===== src/inc/tmc_pkg.sv =====
/*
 * Shared constants and carrier types for the thermal monitor control block:
 * register offsets, field positions, reset values and the port structs.
 * Assumes a 64-bit configuration register port on the core clock.
 */
package tmc_pkg;

    localparam int unsigned ADDR_W = 16;
    localparam int unsigned DATA_W = 64;
    localparam int unsigned GROUPS = 4;

    // Register offsets
    localparam logic [15:0] OFS_SAMPLE     = 16'h0198;
    localparam logic [15:0] OFS_CELSIUS    = 16'h0428;
    localparam logic [15:0] OFS_HOT        = 16'h1460;
    localparam logic [15:0] OFS_COLD       = 16'h1468;
    localparam logic [15:0] OFS_STATUS     = 16'h1470;
    localparam logic [15:0] OFS_THROTTLE   = 16'h1480;
    localparam logic [15:0] OFS_THR_UPPER  = 16'h1490;
    localparam logic [15:0] OFS_PIN        = 16'h1498;
    localparam logic [15:0] OFS_UNIT_CFG   = 16'h1580;
    localparam logic [15:0] OFS_UNIT_DATA  = 16'h1588;
    localparam logic [15:0] UNIT_ADDR_MASK = 16'hFFCF;
    localparam int unsigned UNIT_SHIFT     = 4;

    // Threshold group layout, repeated every GRP_STRIDE bits
    localparam int unsigned GRP_STRIDE  = 16;
    localparam int unsigned GRP_THR_LSB = 0;
    localparam int unsigned GRP_THR_W   = 8;
    localparam int unsigned GRP_EN_BIT  = 8;
    localparam int unsigned GRP_SEL_LSB = 10;
    localparam int unsigned GRP_DIV_LSB = 12;
    localparam int unsigned UPPER_COLD_LSB = 32;

    // Status and pin control fields
    localparam int unsigned STAT_HOT_BIT  = 0;
    localparam int unsigned STAT_COLD_BIT = 1;
    localparam int unsigned PIN_DIR_BIT   = 0;
    localparam int unsigned PIN_OSEL_LSB  = 4;
    localparam int unsigned PIN_DIV_LSB   = 8;
    localparam int unsigned PIN_TSEL_LSB  = 16;

    // Sampling register fields
    localparam int unsigned SMP_OVR_A_BIT  = 24;
    localparam int unsigned SMP_OVR_B_BIT  = 25;
    localparam int unsigned SMP_CODE_A_LSB = 32;
    localparam int unsigned SMP_CODE_B_LSB = 48;
    localparam int unsigned CEL_A_LSB      = 0;
    localparam int unsigned CEL_B_LSB      = 16;

    // Code to Celsius: code * 731 / 0x4000 - 273
    localparam logic [9:0]  CEL_MUL    = 10'h2DB;
    localparam int unsigned CEL_SHIFT  = 14;
    localparam logic [15:0] CEL_OFFSET = 16'h0111;

    // Sensor unit configuration and data fields
    localparam int unsigned UCFG_W           = 12;
    localparam int unsigned UCFG_MODE_BIT    = 2;
    localparam int unsigned UCFG_CLUSTER_LSB = 4;
    localparam int unsigned UDAT_MODE_BIT    = 3;
    localparam int unsigned UDAT_CLUSTER_LSB = 4;
    localparam int unsigned UDAT_OVR_BIT     = 7;
    localparam int unsigned UDAT_LSB         = 16;
    localparam int unsigned UDAT_W           = 14;

    // Writable bits and reset values
    localparam logic [63:0] IRQ_CTRL_MASK = 64'h0DFF_0DFF_0DFF_0DFF;
    localparam logic [63:0] THROTTLE_MASK = 64'h7DFF_7DFF_7DFF_7DFF;
    localparam logic [63:0] PIN_MASK      = 64'h0000_0000_0003_0731;
    localparam logic [63:0] CTRL_RST      = 64'h0000_0000_0000_0000;
    localparam logic [63:0] PIN_RST       = 64'h0000_0000_0000_0001;

    typedef struct packed {
        logic        valid;
        logic        write;
        logic [15:0] addr;
        logic [63:0] wdata;
    } tmc_cfg_req_t;

    typedef struct packed {
        logic        ack;
        logic [63:0] rdata;
    } tmc_cfg_rsp_t;

    typedef struct packed {
        logic        valid;
        logic [15:0] sensor_a_code;
        logic [15:0] sensor_b_code;
        logic        sensor_a_over_range;
        logic        sensor_b_over_range;
    } tmc_sample_t;

endpackage


===== src/rtl/tmc_group_cmp.sv =====
/*
 * One threshold group: picks a sensor's Celsius value and compares it
 * against a signed threshold, above or below.
 * Assumes both temperatures are 16-bit two's complement Celsius values.
 */
`timescale 1ns/1ps
module tmc_group_cmp #(
    parameter int unsigned TW = 8
) (
    input  wire logic [TW-1:0] threshold,
    input  wire logic          enable,
    input  wire logic [1:0]    source_select,
    input  wire logic          below,
    input  wire logic [15:0]   temp_a,
    input  wire logic [15:0]   temp_b,
    output logic               hit
);
    logic signed [15:0] thr;
    logic signed [15:0] temp;
    logic               src_ok;

    always_comb begin
        thr    = 16'($signed(threshold));
        // Only sources 0 and 1 exist
        src_ok = (source_select[1] == 1'b0);
        temp   = source_select[0] ? $signed(temp_b) : $signed(temp_a);
        if (!enable || !src_ok) begin
            hit = 1'b0;
        end else if (below) begin
            hit = (temp < thr);
        end else begin
            hit = (temp > thr);
        end
    end
endmodule // tmc_group_cmp


===== src/rtl/tmc_thermal_ctrl.sv =====
/*
 * Thermal monitor control: sensor readout, high/low temperature status,
 * automatic throttling, hot-alert and thermal-trip pins, sensor unit setup.
 * Assumes samples and the config register port come from core-clock logic;
 * the hot-alert pin input is asynchronous and synchronised here.
 */
//
// Contract
// - Read-only Celsius register at 0x0428
// - Four hot groups: threshold, enable, selector
// - Four cold groups interrupt below threshold
// - Disabled group never raises anything
// - Selector picks sensor; only 0, 1 valid
// - Status bits hot/cold; any write clears
// - Four throttle groups, group 0 highest priority
// - Each throttle group carries 3-bit divider
// - Division applied per node scaling mode; node scaling mode here leaves the clock undivided
// - Upper threshold bytes in 0x1490
// - Hot-alert two-way, trip output-only pin
// - Pin control bit 0: 0 output, 1 input
// - Low hot-alert input throttles by pin divider
// - Bits 5:4 pick hot group onto pin
// - Bits 17:16 pick hot group for trip
// - Unit config at 0x1580, data 0x1588, id<<4
// - Unit config: bit 2 mode, 6:4 point
`timescale 1ns/1ps
module tmc_thermal_ctrl (
    input  wire logic                  clk,
    input  wire logic                  arst_n,
    input  wire tmc_pkg::tmc_cfg_req_t cfg_req,
    output tmc_pkg::tmc_cfg_rsp_t      cfg_rsp,
    input  wire tmc_pkg::tmc_sample_t  sample,
    input  wire logic                  freq_scale_mode_node,
    input  wire logic                  hot_alert_n_i,
    output logic                       hot_alert_n_o,
    output logic                       hot_alert_n_oe,
    output logic                       thermal_trip_n,
    output logic                       throttle_active,
    output logic [2:0]                 throttle_divider,
    output logic                       core_clk_en,
    output logic [1:0]                 irq_status,
    output logic [47:0]                unit_config
);
    import tmc_pkg::*;

    typedef struct packed {
        logic [63:0]       hot_ctrl;
        logic [63:0]       cold_ctrl;
        logic [63:0]       throttle_ctrl;
        logic [63:0]       thr_upper;
        logic [63:0]       pin_ctrl;
        logic [3:0][11:0]  unit_cfg;
        logic [15:0]       code_a;
        logic [15:0]       code_b;
        logic              over_a;
        logic              over_b;
        logic [15:0]       cel_a;
        logic [15:0]       cel_b;
        logic              eval;
        logic [1:0]        status;
        logic              pin_sync1;
        logic              pin_sync2;
        logic              pin_o;
        logic              trip_n;
        logic              throttle_on;
        logic [2:0]        divider;
        logic [2:0]        div_cnt;
        logic              clk_en;
        tmc_cfg_rsp_t      rsp;
    } tmc_state_t;

    tmc_state_t st;
    tmc_state_t next_st;

    logic [3:0] hot_hit;
    logic [3:0] cold_hit;
    logic [3:0] throttle_hit;

    function automatic logic [15:0] to_celsius(input logic [15:0] code);
        logic [25:0] prod;
        prod = 26'(code) * 26'(CEL_MUL);
        return {4'h0, prod[25:14]} - CEL_OFFSET;
    endfunction

    // Comparators for all three group kinds
    for (genvar g = 0; g < GROUPS; g++) begin : g_grp
        localparam int unsigned B = g * GRP_STRIDE;
        tmc_group_cmp #(.TW(8)) u_hot (
            .threshold    (st.hot_ctrl[B+GRP_THR_LSB +: GRP_THR_W]),
            .enable       (st.hot_ctrl[B+GRP_EN_BIT]),
            .source_select(st.hot_ctrl[B+GRP_SEL_LSB +: 2]),
            .below        (1'b0),
            .temp_a       (st.cel_a),
            .temp_b       (st.cel_b),
            .hit          (hot_hit[g])
        );
        tmc_group_cmp #(.TW(8)) u_cold (
            .threshold    (st.cold_ctrl[B+GRP_THR_LSB +: GRP_THR_W]),
            .enable       (st.cold_ctrl[B+GRP_EN_BIT]),
            .source_select(st.cold_ctrl[B+GRP_SEL_LSB +: 2]),
            .below        (1'b1),
            .temp_a       (st.cel_a),
            .temp_b       (st.cel_b),
            .hit          (cold_hit[g])
        );
        // Upper byte joins the 8-bit threshold
        tmc_group_cmp #(.TW(16)) u_thr (
            .threshold    ({st.thr_upper[g*8 +: 8], st.throttle_ctrl[B+GRP_THR_LSB +: 8]}),
            .enable       (st.throttle_ctrl[B+GRP_EN_BIT]),
            .source_select(st.throttle_ctrl[B+GRP_SEL_LSB +: 2]),
            .below        (1'b0),
            .temp_a       (st.cel_a),
            .temp_b       (st.cel_b),
            .hit          (throttle_hit[g])
        );
    end

    function automatic logic [63:0] read_reg(input tmc_state_t s, input logic [15:0] a);
        logic [63:0] r;
        logic [1:0]  idx;
        r   = '0;
        idx = a[UNIT_SHIFT +: 2];
        case (a)
            OFS_SAMPLE: begin
                r[SMP_OVR_A_BIT]       = s.over_a;
                r[SMP_OVR_B_BIT]       = s.over_b;
                r[SMP_CODE_A_LSB +: 16] = s.code_a;
                r[SMP_CODE_B_LSB +: 16] = s.code_b;
            end
            OFS_CELSIUS: begin
                r[CEL_A_LSB +: 16] = s.cel_a;
                r[CEL_B_LSB +: 16] = s.cel_b;
            end
            OFS_HOT:       r = s.hot_ctrl;
            OFS_COLD:      r = s.cold_ctrl;
            OFS_STATUS:    r[1:0] = s.status;
            OFS_THROTTLE:  r = s.throttle_ctrl;
            OFS_THR_UPPER: r = s.thr_upper;
            OFS_PIN:       r = s.pin_ctrl;
            default: begin
                if ((a & UNIT_ADDR_MASK) == OFS_UNIT_CFG) begin
                    r[UCFG_W-1:0] = s.unit_cfg[idx];
                end else if ((a & UNIT_ADDR_MASK) == OFS_UNIT_DATA) begin
                    // Mode and point echo the unit's setup
                    r[UDAT_MODE_BIT]         = s.unit_cfg[idx][UCFG_MODE_BIT];
                    r[UDAT_CLUSTER_LSB +: 3] = s.unit_cfg[idx][UCFG_CLUSTER_LSB +: 3];
                    if (idx == 2'h0) begin
                        r[UDAT_OVR_BIT]         = s.over_a;
                        r[UDAT_LSB +: UDAT_W]   = s.code_a[UDAT_W-1:0];
                    end else if (idx == 2'h1) begin
                        r[UDAT_OVR_BIT]         = s.over_b;
                        r[UDAT_LSB +: UDAT_W]   = s.code_b[UDAT_W-1:0];
                    end
                end
            end
        endcase
        return r;
    endfunction

    always_comb begin
        logic       wr;
        logic [1:0] idx;
        logic       found;
        logic [2:0] div_sel;
        wr      = cfg_req.valid && cfg_req.write;
        idx     = cfg_req.addr[UNIT_SHIFT +: 2];
        found   = 1'b0;
        div_sel = 3'h0;
        next_st = st;

        // Sample capture; comparisons follow one cycle later
        next_st.eval = sample.valid;
        if (sample.valid) begin
            next_st.code_a = sample.sensor_a_code;
            next_st.code_b = sample.sensor_b_code;
            next_st.over_a = sample.sensor_a_over_range;
            next_st.over_b = sample.sensor_b_over_range;
            next_st.cel_a  = to_celsius(sample.sensor_a_code);
            next_st.cel_b  = to_celsius(sample.sensor_b_code);
        end

        // Register writes
        if (wr) begin
            case (cfg_req.addr)
                OFS_HOT:       next_st.hot_ctrl      = cfg_req.wdata & IRQ_CTRL_MASK;
                OFS_COLD:      next_st.cold_ctrl     = cfg_req.wdata & IRQ_CTRL_MASK;
                OFS_STATUS:    next_st.status        = 2'h0;
                OFS_THROTTLE:  next_st.throttle_ctrl = cfg_req.wdata & THROTTLE_MASK;
                OFS_THR_UPPER: next_st.thr_upper     = cfg_req.wdata;
                OFS_PIN:       next_st.pin_ctrl      = cfg_req.wdata & PIN_MASK;
                default: begin
                    if ((cfg_req.addr & UNIT_ADDR_MASK) == OFS_UNIT_CFG) begin
                        next_st.unit_cfg[idx] = cfg_req.wdata[UCFG_W-1:0];
                    end
                end
            endcase
        end

        // Sticky status; a new event wins over a same-cycle clear
        if (st.eval && |hot_hit) begin
            next_st.status[STAT_HOT_BIT] = 1'b1;
        end
        if (st.eval && |cold_hit) begin
            next_st.status[STAT_COLD_BIT] = 1'b1;
        end

        // Register port answer one cycle after the request
        next_st.rsp.ack   = cfg_req.valid;
        next_st.rsp.rdata = cfg_req.valid && !cfg_req.write ?
                            read_reg(st, cfg_req.addr) : 64'h0;

        // Pin input synchroniser
        next_st.pin_sync1 = hot_alert_n_i;
        next_st.pin_sync2 = st.pin_sync1;

        // Pin outputs follow the selected hot groups
        next_st.pin_o  = ~hot_hit[st.pin_ctrl[PIN_OSEL_LSB +: 2]];
        next_st.trip_n = ~hot_hit[st.pin_ctrl[PIN_TSEL_LSB +: 2]];

        // Throttle source: group 0 first, then the hot-alert input
        for (int g = GROUPS - 1; g >= 0; g--) begin
            if (throttle_hit[g]) begin
                found   = 1'b1;
                div_sel = st.throttle_ctrl[g*GRP_STRIDE+GRP_DIV_LSB +: 3];
            end
        end
        if (!found && st.pin_ctrl[PIN_DIR_BIT] && !st.pin_sync2) begin
            found   = 1'b1;
            div_sel = st.pin_ctrl[PIN_DIV_LSB +: 3];
        end
        next_st.throttle_on = found;
        next_st.divider     = found ? div_sel : 3'h0;

        // Clock enable divider; node scaling mode leaves the clock whole
        if (!st.throttle_on || freq_scale_mode_node || st.divider <= 3'h1) begin
            next_st.clk_en  = 1'b1;
            next_st.div_cnt = 3'h0;
        end else if (st.div_cnt == 3'h0) begin
            next_st.clk_en  = 1'b1;
            next_st.div_cnt = st.divider - 3'h1;
        end else begin
            next_st.clk_en  = 1'b0;
            next_st.div_cnt = st.div_cnt - 3'h1;
        end
    end

    always_ff @(posedge clk or negedge arst_n) begin
        if (!arst_n) begin
            st               <= '0;
            st.hot_ctrl      <= CTRL_RST;
            st.cold_ctrl     <= CTRL_RST;
            st.throttle_ctrl <= CTRL_RST;
            st.thr_upper     <= CTRL_RST;
            st.pin_ctrl      <= PIN_RST;
            st.pin_sync1     <= 1'b1;
            st.pin_sync2     <= 1'b1;
            st.pin_o         <= 1'b1;
            st.trip_n        <= 1'b1;
            st.clk_en        <= 1'b1;
        end else begin
            st <= next_st;
        end
    end

    assign cfg_rsp          = st.rsp;
    assign hot_alert_n_o    = st.pin_o;
    assign hot_alert_n_oe   = ~st.pin_ctrl[PIN_DIR_BIT];
    assign thermal_trip_n   = st.trip_n;
    assign throttle_active  = st.throttle_on;
    assign throttle_divider = st.divider;
    assign core_clk_en      = st.clk_en;
    assign irq_status       = st.status;
    assign unit_config      = st.unit_cfg;

    // Checks
    chk_status_clear: assert property (@(posedge clk) disable iff (!arst_n)
        cfg_req.valid && cfg_req.write && cfg_req.addr == OFS_STATUS && !st.eval
        |=> st.status == 2'h0)
        else $error("status not cleared by write");

    chk_hot_set: assert property (@(posedge clk) disable iff (!arst_n)
        st.eval && |hot_hit |=> st.status[STAT_HOT_BIT])
        else $error("hot event lost");

    chk_cold_set: assert property (@(posedge clk) disable iff (!arst_n)
        st.eval && |cold_hit |=> st.status[STAT_COLD_BIT])
        else $error("cold event lost");

    chk_disabled_quiet: assert property (@(posedge clk) disable iff (!arst_n)
        st.hot_ctrl[8] == 1'b0 |-> hot_hit[0] == 1'b0)
        else $error("disabled group fired");

    chk_status_sticky: assert property (@(posedge clk) disable iff (!arst_n)
        st.status[STAT_HOT_BIT] && !(cfg_req.valid && cfg_req.write)
        |=> st.status[STAT_HOT_BIT])
        else $error("hot status dropped");

    chk_read_ack: assert property (@(posedge clk) disable iff (!arst_n)
        cfg_req.valid && !cfg_req.write && cfg_req.addr == OFS_CELSIUS
        |=> cfg_rsp.ack && cfg_rsp.rdata[15:0] == $past(st.cel_a))
        else $error("celsius read wrong");

    chk_trip_follow: assert property (@(posedge clk) disable iff (!arst_n)
        $stable(st.pin_ctrl) && $stable(hot_hit)
        |-> thermal_trip_n == ~hot_hit[st.pin_ctrl[PIN_TSEL_LSB +: 2]])
        else $error("trip pin mismatch");

    chk_group0_prio: assert property (@(posedge clk) disable iff (!arst_n)
        throttle_hit[0] |=> throttle_active
            && throttle_divider == $past(st.throttle_ctrl[GRP_DIV_LSB +: 3]))
        else $error("group 0 priority lost");

    chk_pin_throttle: assert property (@(posedge clk) disable iff (!arst_n)
        throttle_hit == 4'h0 && st.pin_ctrl[PIN_DIR_BIT] && !st.pin_sync2
        |=> throttle_active && throttle_divider == $past(st.pin_ctrl[PIN_DIV_LSB +: 3]))
        else $error("pin throttle missing");

    chk_pin_dir: assert property (@(posedge clk) disable iff (!arst_n)
        hot_alert_n_oe == !st.pin_ctrl[PIN_DIR_BIT])
        else $error("pin direction wrong");
endmodule // tmc_thermal_ctrl


===== config.mk =====
export PLATFORM = sky130hd
export DESIGN_NAME = tmc_thermal_ctrl
export DESIGN_NICKNAME = d
export VERILOG_FILES = /design/src/inc/tmc_pkg.sv /design/src/rtl/tmc_group_cmp.sv /design/src/rtl/tmc_thermal_ctrl.sv
export SDC_FILE = /design/constraint.sdc
export NUM_CORES = 1
export LEC_CHECK = 0
export ABC_CLOCK_PERIOD_IN_PS = 3550
export CORE_ASPECT_RATIO = 1.4
export CORE_MARGIN = 2
export CORE_UTILIZATION = 35
export CTS_CLUSTER_SIZE = 40
export DETAILED_ROUTE_END_ITERATION = 10
export DONT_BUFFER_PORTS = 1
export SLEW_MARGIN = 15
export SYNTH_ARGS = -nofsm -noshare
export SYNTH_HDL_FRONTEND = slang
export SYNTH_SLANG_ARGS = --single-unit

===== constraint.sdc =====
create_clock -name clk -period 3.55 [get_ports clk]
set_clock_uncertainty 0.15 [all_clocks]
set_input_delay 0.1775 -clock clk [delete_from_list [all_inputs] [get_ports clk]]
set_output_delay 0.1775 -clock clk [all_outputs]
set_load 0.05 [all_outputs]

==> out/results.ini <==
[placement]
numPortBuffers = 0
placed_cell_area_um2 = 32900
dp_hpwl_mm = 76.5
routabilityCongestion = 0.896

[timing]
min_period_over_period_pct = 128
timing.fmax_mhz = 220
rsz0062_at_grt = true
slew-limit-headroom_pct = 11.1
hold_slack_ns = -0.851
period_needed_ns = 4.54
maxSlewViolCount = 0
tightestPinTransition_ns = 1.33
finalHoldViolations = 432
setup_viol = 26
tns_ns = -17.70
finalWorstSetupSlack_ns = -0.988

[power_and_ir_drop]
irDropWorstVdd_uv = 1030
combPwrFrac_pct = 66.8
clockPowerShare_pct = 16.1
p_leak_nw = 17.3
internal-power_mw = 19.0
powerDensity_nw_per_um2 = 859
netSwitchingPower_mw = 12.7
p_sw_share_pct = 40.1
p_seq_share_pct = 17.1

[detailed_routing]
drtIter0Drc = 1749
antenna_left = 0
drc = 0
via_per_inst = 5.41
vias = 23500
wire_per_inst_um = 23.6
routed_wl_mm = 102
firstDrtPassIters = 6

[cts]
clk_pin_slew_ns = 0.06
clk_latency_ns = 0.62
htree_num_levels = 2
cts_tree = yes
cts_sinks = 404
clockRootBuffer = clkbuf_16
numCtsBuffers = 45
clockBufferDepth = 3
ctsHoldBuffers = 143

[job]
maxCapViolations = 0

[layout]
area_delta_synth_final_pct = 22.0
fillerInstances = 7980
final_cell_mix = dfrtp_1 (394), inv_1 (324), mux2_2 (300)
final_nets = 3756
final_common_cell = dfrtp_1
final_util_pct = 43.1
design_area_um2 = 36900
drive_above_1_share_pct = 28.8

[global_routing]
grt_pass1_wl_mm = 152
grtUsageTotal_pct = 22.8
grt_max_degree = 405
antenna_found_initial = 9
grt_overflow = 0
grt_pass1_vias = 24100

[setup_path]
endpoint = st[91]
critical_path_depth = 21
r2r_slack_ns = 0.01
crit_start = sample[10]
r2r_start = st[81]
crit_type = primary input to register
max_stage_delay_ns = 0.50
worstRegToRegCells = 15
worst_setup_path_start_kind = primary input
crit_chain = ha_4, inv_4, fa_1, inv_2, fa_1, fa_1, inv_1, fa_1, inv_2, ha_4, a211oi_2, o21ai_1, a31o_1, a221oi_4, nand3b_1, a21oi_2, a21o_1, a31oi_4, xor2_1, o211ai_1, a211o_1
cpMostUsedCell = fa_1
critPathRequiredTime_ns = 3.90
critPathTopFamily = adder cells
critPathCaptureType = register
critical_path_buf_inv_count = 4
slowest_stage = fa_1
worstPathArrival_ns = 4.89
r2r-end = throttle_divider[1]
crit_path_max_fanout = 5

[logic_synthesis]
synth-async-reset-ratio_pct = 100
yosysSeqAreaShare_pct = 33.5
ys_seq_elements = 404
synthFlopType = dfrtp_1
yosysWarnings = 0
synth_nets = 3527
synth_edf_count = 0
syn_area_um2 = 30200
avgSynthCellArea_um2 = 10.1
synth_cells = 2982
synthDistinctLibCells = 85

[min_path]
hold_path_class = primary input to asynchronous set/reset pin

[floorplanning]
fp.dieH_um = 352
io_pins = 244
core_um2 = 85600
initial_core_util_pct = 35.3
row_count = 127
die-area_um2 = 88800
die_w_um = 252

[status]
violations = hold timing, setup timing
status = complete, but fails checks

-- state kept, by name, summed over array words and instances, names as in the netlist --
signal,count
next_st,1
throttle_divider,3
irq_status,2
unit_config,48
cfg_rsp,65
core_clk_en,1
hot_alert_n_o,1
thermal_trip_n,1
throttle_active,1
st,281
-- final cells by class --
type	count	area [µm²]	share of cell area [%]
clock inverter	27	334	0.905
timing repair buffer	451	3970	10.7
tap	1096	1370	3.72
sequential	404	10100	27.4
antenna	3	7.51	0.0203
clock buffer	57	1250	3.39
multi-input combinational	1962	18500	50.3
inverter	347	1310	3.54
-- power groups by stage --
stage	clock (mW)	sequential (mW)	combinational, mW
global route	5.38	5.41	23.2
finish	5.12	5.41	21.2
global placement	0	5.48	17.4
floorplan	0	5.14	11.7
detailed placement	0	5.48	17.6
CTS	5.20	5.40	19.9
-- logic make-up (layout without fill, tap and decap cells) --
family,count (synthesis),after routing,share of synthesized area (%)
DFF,404,404,33.5
muxes,350,350,13.4
and+or+nand+nor,517,517,8.15
AOI/OAI and AO/OA,600,600,13.4
buffers and inverters,616,882,9.27
xor gates and xnor gates,71,71,2.17
other,0,3,0
adders and majority gates,424,424,20.1
-- synth_stat cells (39+ instances only) --
master	count	share of area [%]
fa_1	104	6.9
inv_1	347	4.3
a22oi_1	71	1.8
a21oi_1	87	1.4
a222oi_1	43	1.4
o21a_1	41	1.0
xor2_1	39	1.1
mux2_2	314	12
clkbuf_1	96	1.2
nand2_1	244	3.0
o21ai_0	188	3.1
dfrtp_1	398	33
a31oi_1	40	0.83
nor2_1	78	0.97
ha_1	320	13
buf_4	120	3.0
-- through the flow --
step	setup slack [ns]	hold WS, ns	total power [mW]	cells
after floorplan	-1.44	-0.268	16.8	2982
after global placement	-1.63	-0.252	22.9	4095
after detailed placement	-1.71	-0.249	23.1	4095
after CTS	-0.970	-0.903	30.5	4330
after global routing	-1.18	-0.876	34.0	4344
final	-0.988	-0.851	31.7	4347
-- repair_timing --
item | in CTS | in global routing
hold endpoints to repair | 774 | 431
gates resized for setup | 90 | 86
setup buffers | 12 | 19
pin swaps | 53 | 72
setup endpoints to repair | 31 | 33
-- per-layer routing --
layer	global-route usage, %	part of all wire, %	routed length [µm]	vias to the layer above
li1	-	-	-	10800
met1	24.7	37	37800	11800
met2	42.3	52	52900	730
met3	3.42	5.1	5220	233
met4	12.6	6.3	6420	10
met5	0	0.066	68	-
-- worst min-delay path by stage --
stage | startpoint | to | slack (ns) | cells past startpoint
2_1_floorplan | arst_n | cfg_rsp[0] | -0.27 | 0
3_3_place_gp | arst_n | st[66] | -0.25 | 0
3_5_place_dp | arst_n | st[66] | -0.25 | 0
4_1_cts | arst_n | st[270] | -0.90 | 0
5_1_grt | arst_n | unit_config[44] | -0.88 | 0
6_report | arst_n | unit_config[44] | -0.85 | 0
(Power assumes the default switching activity.)
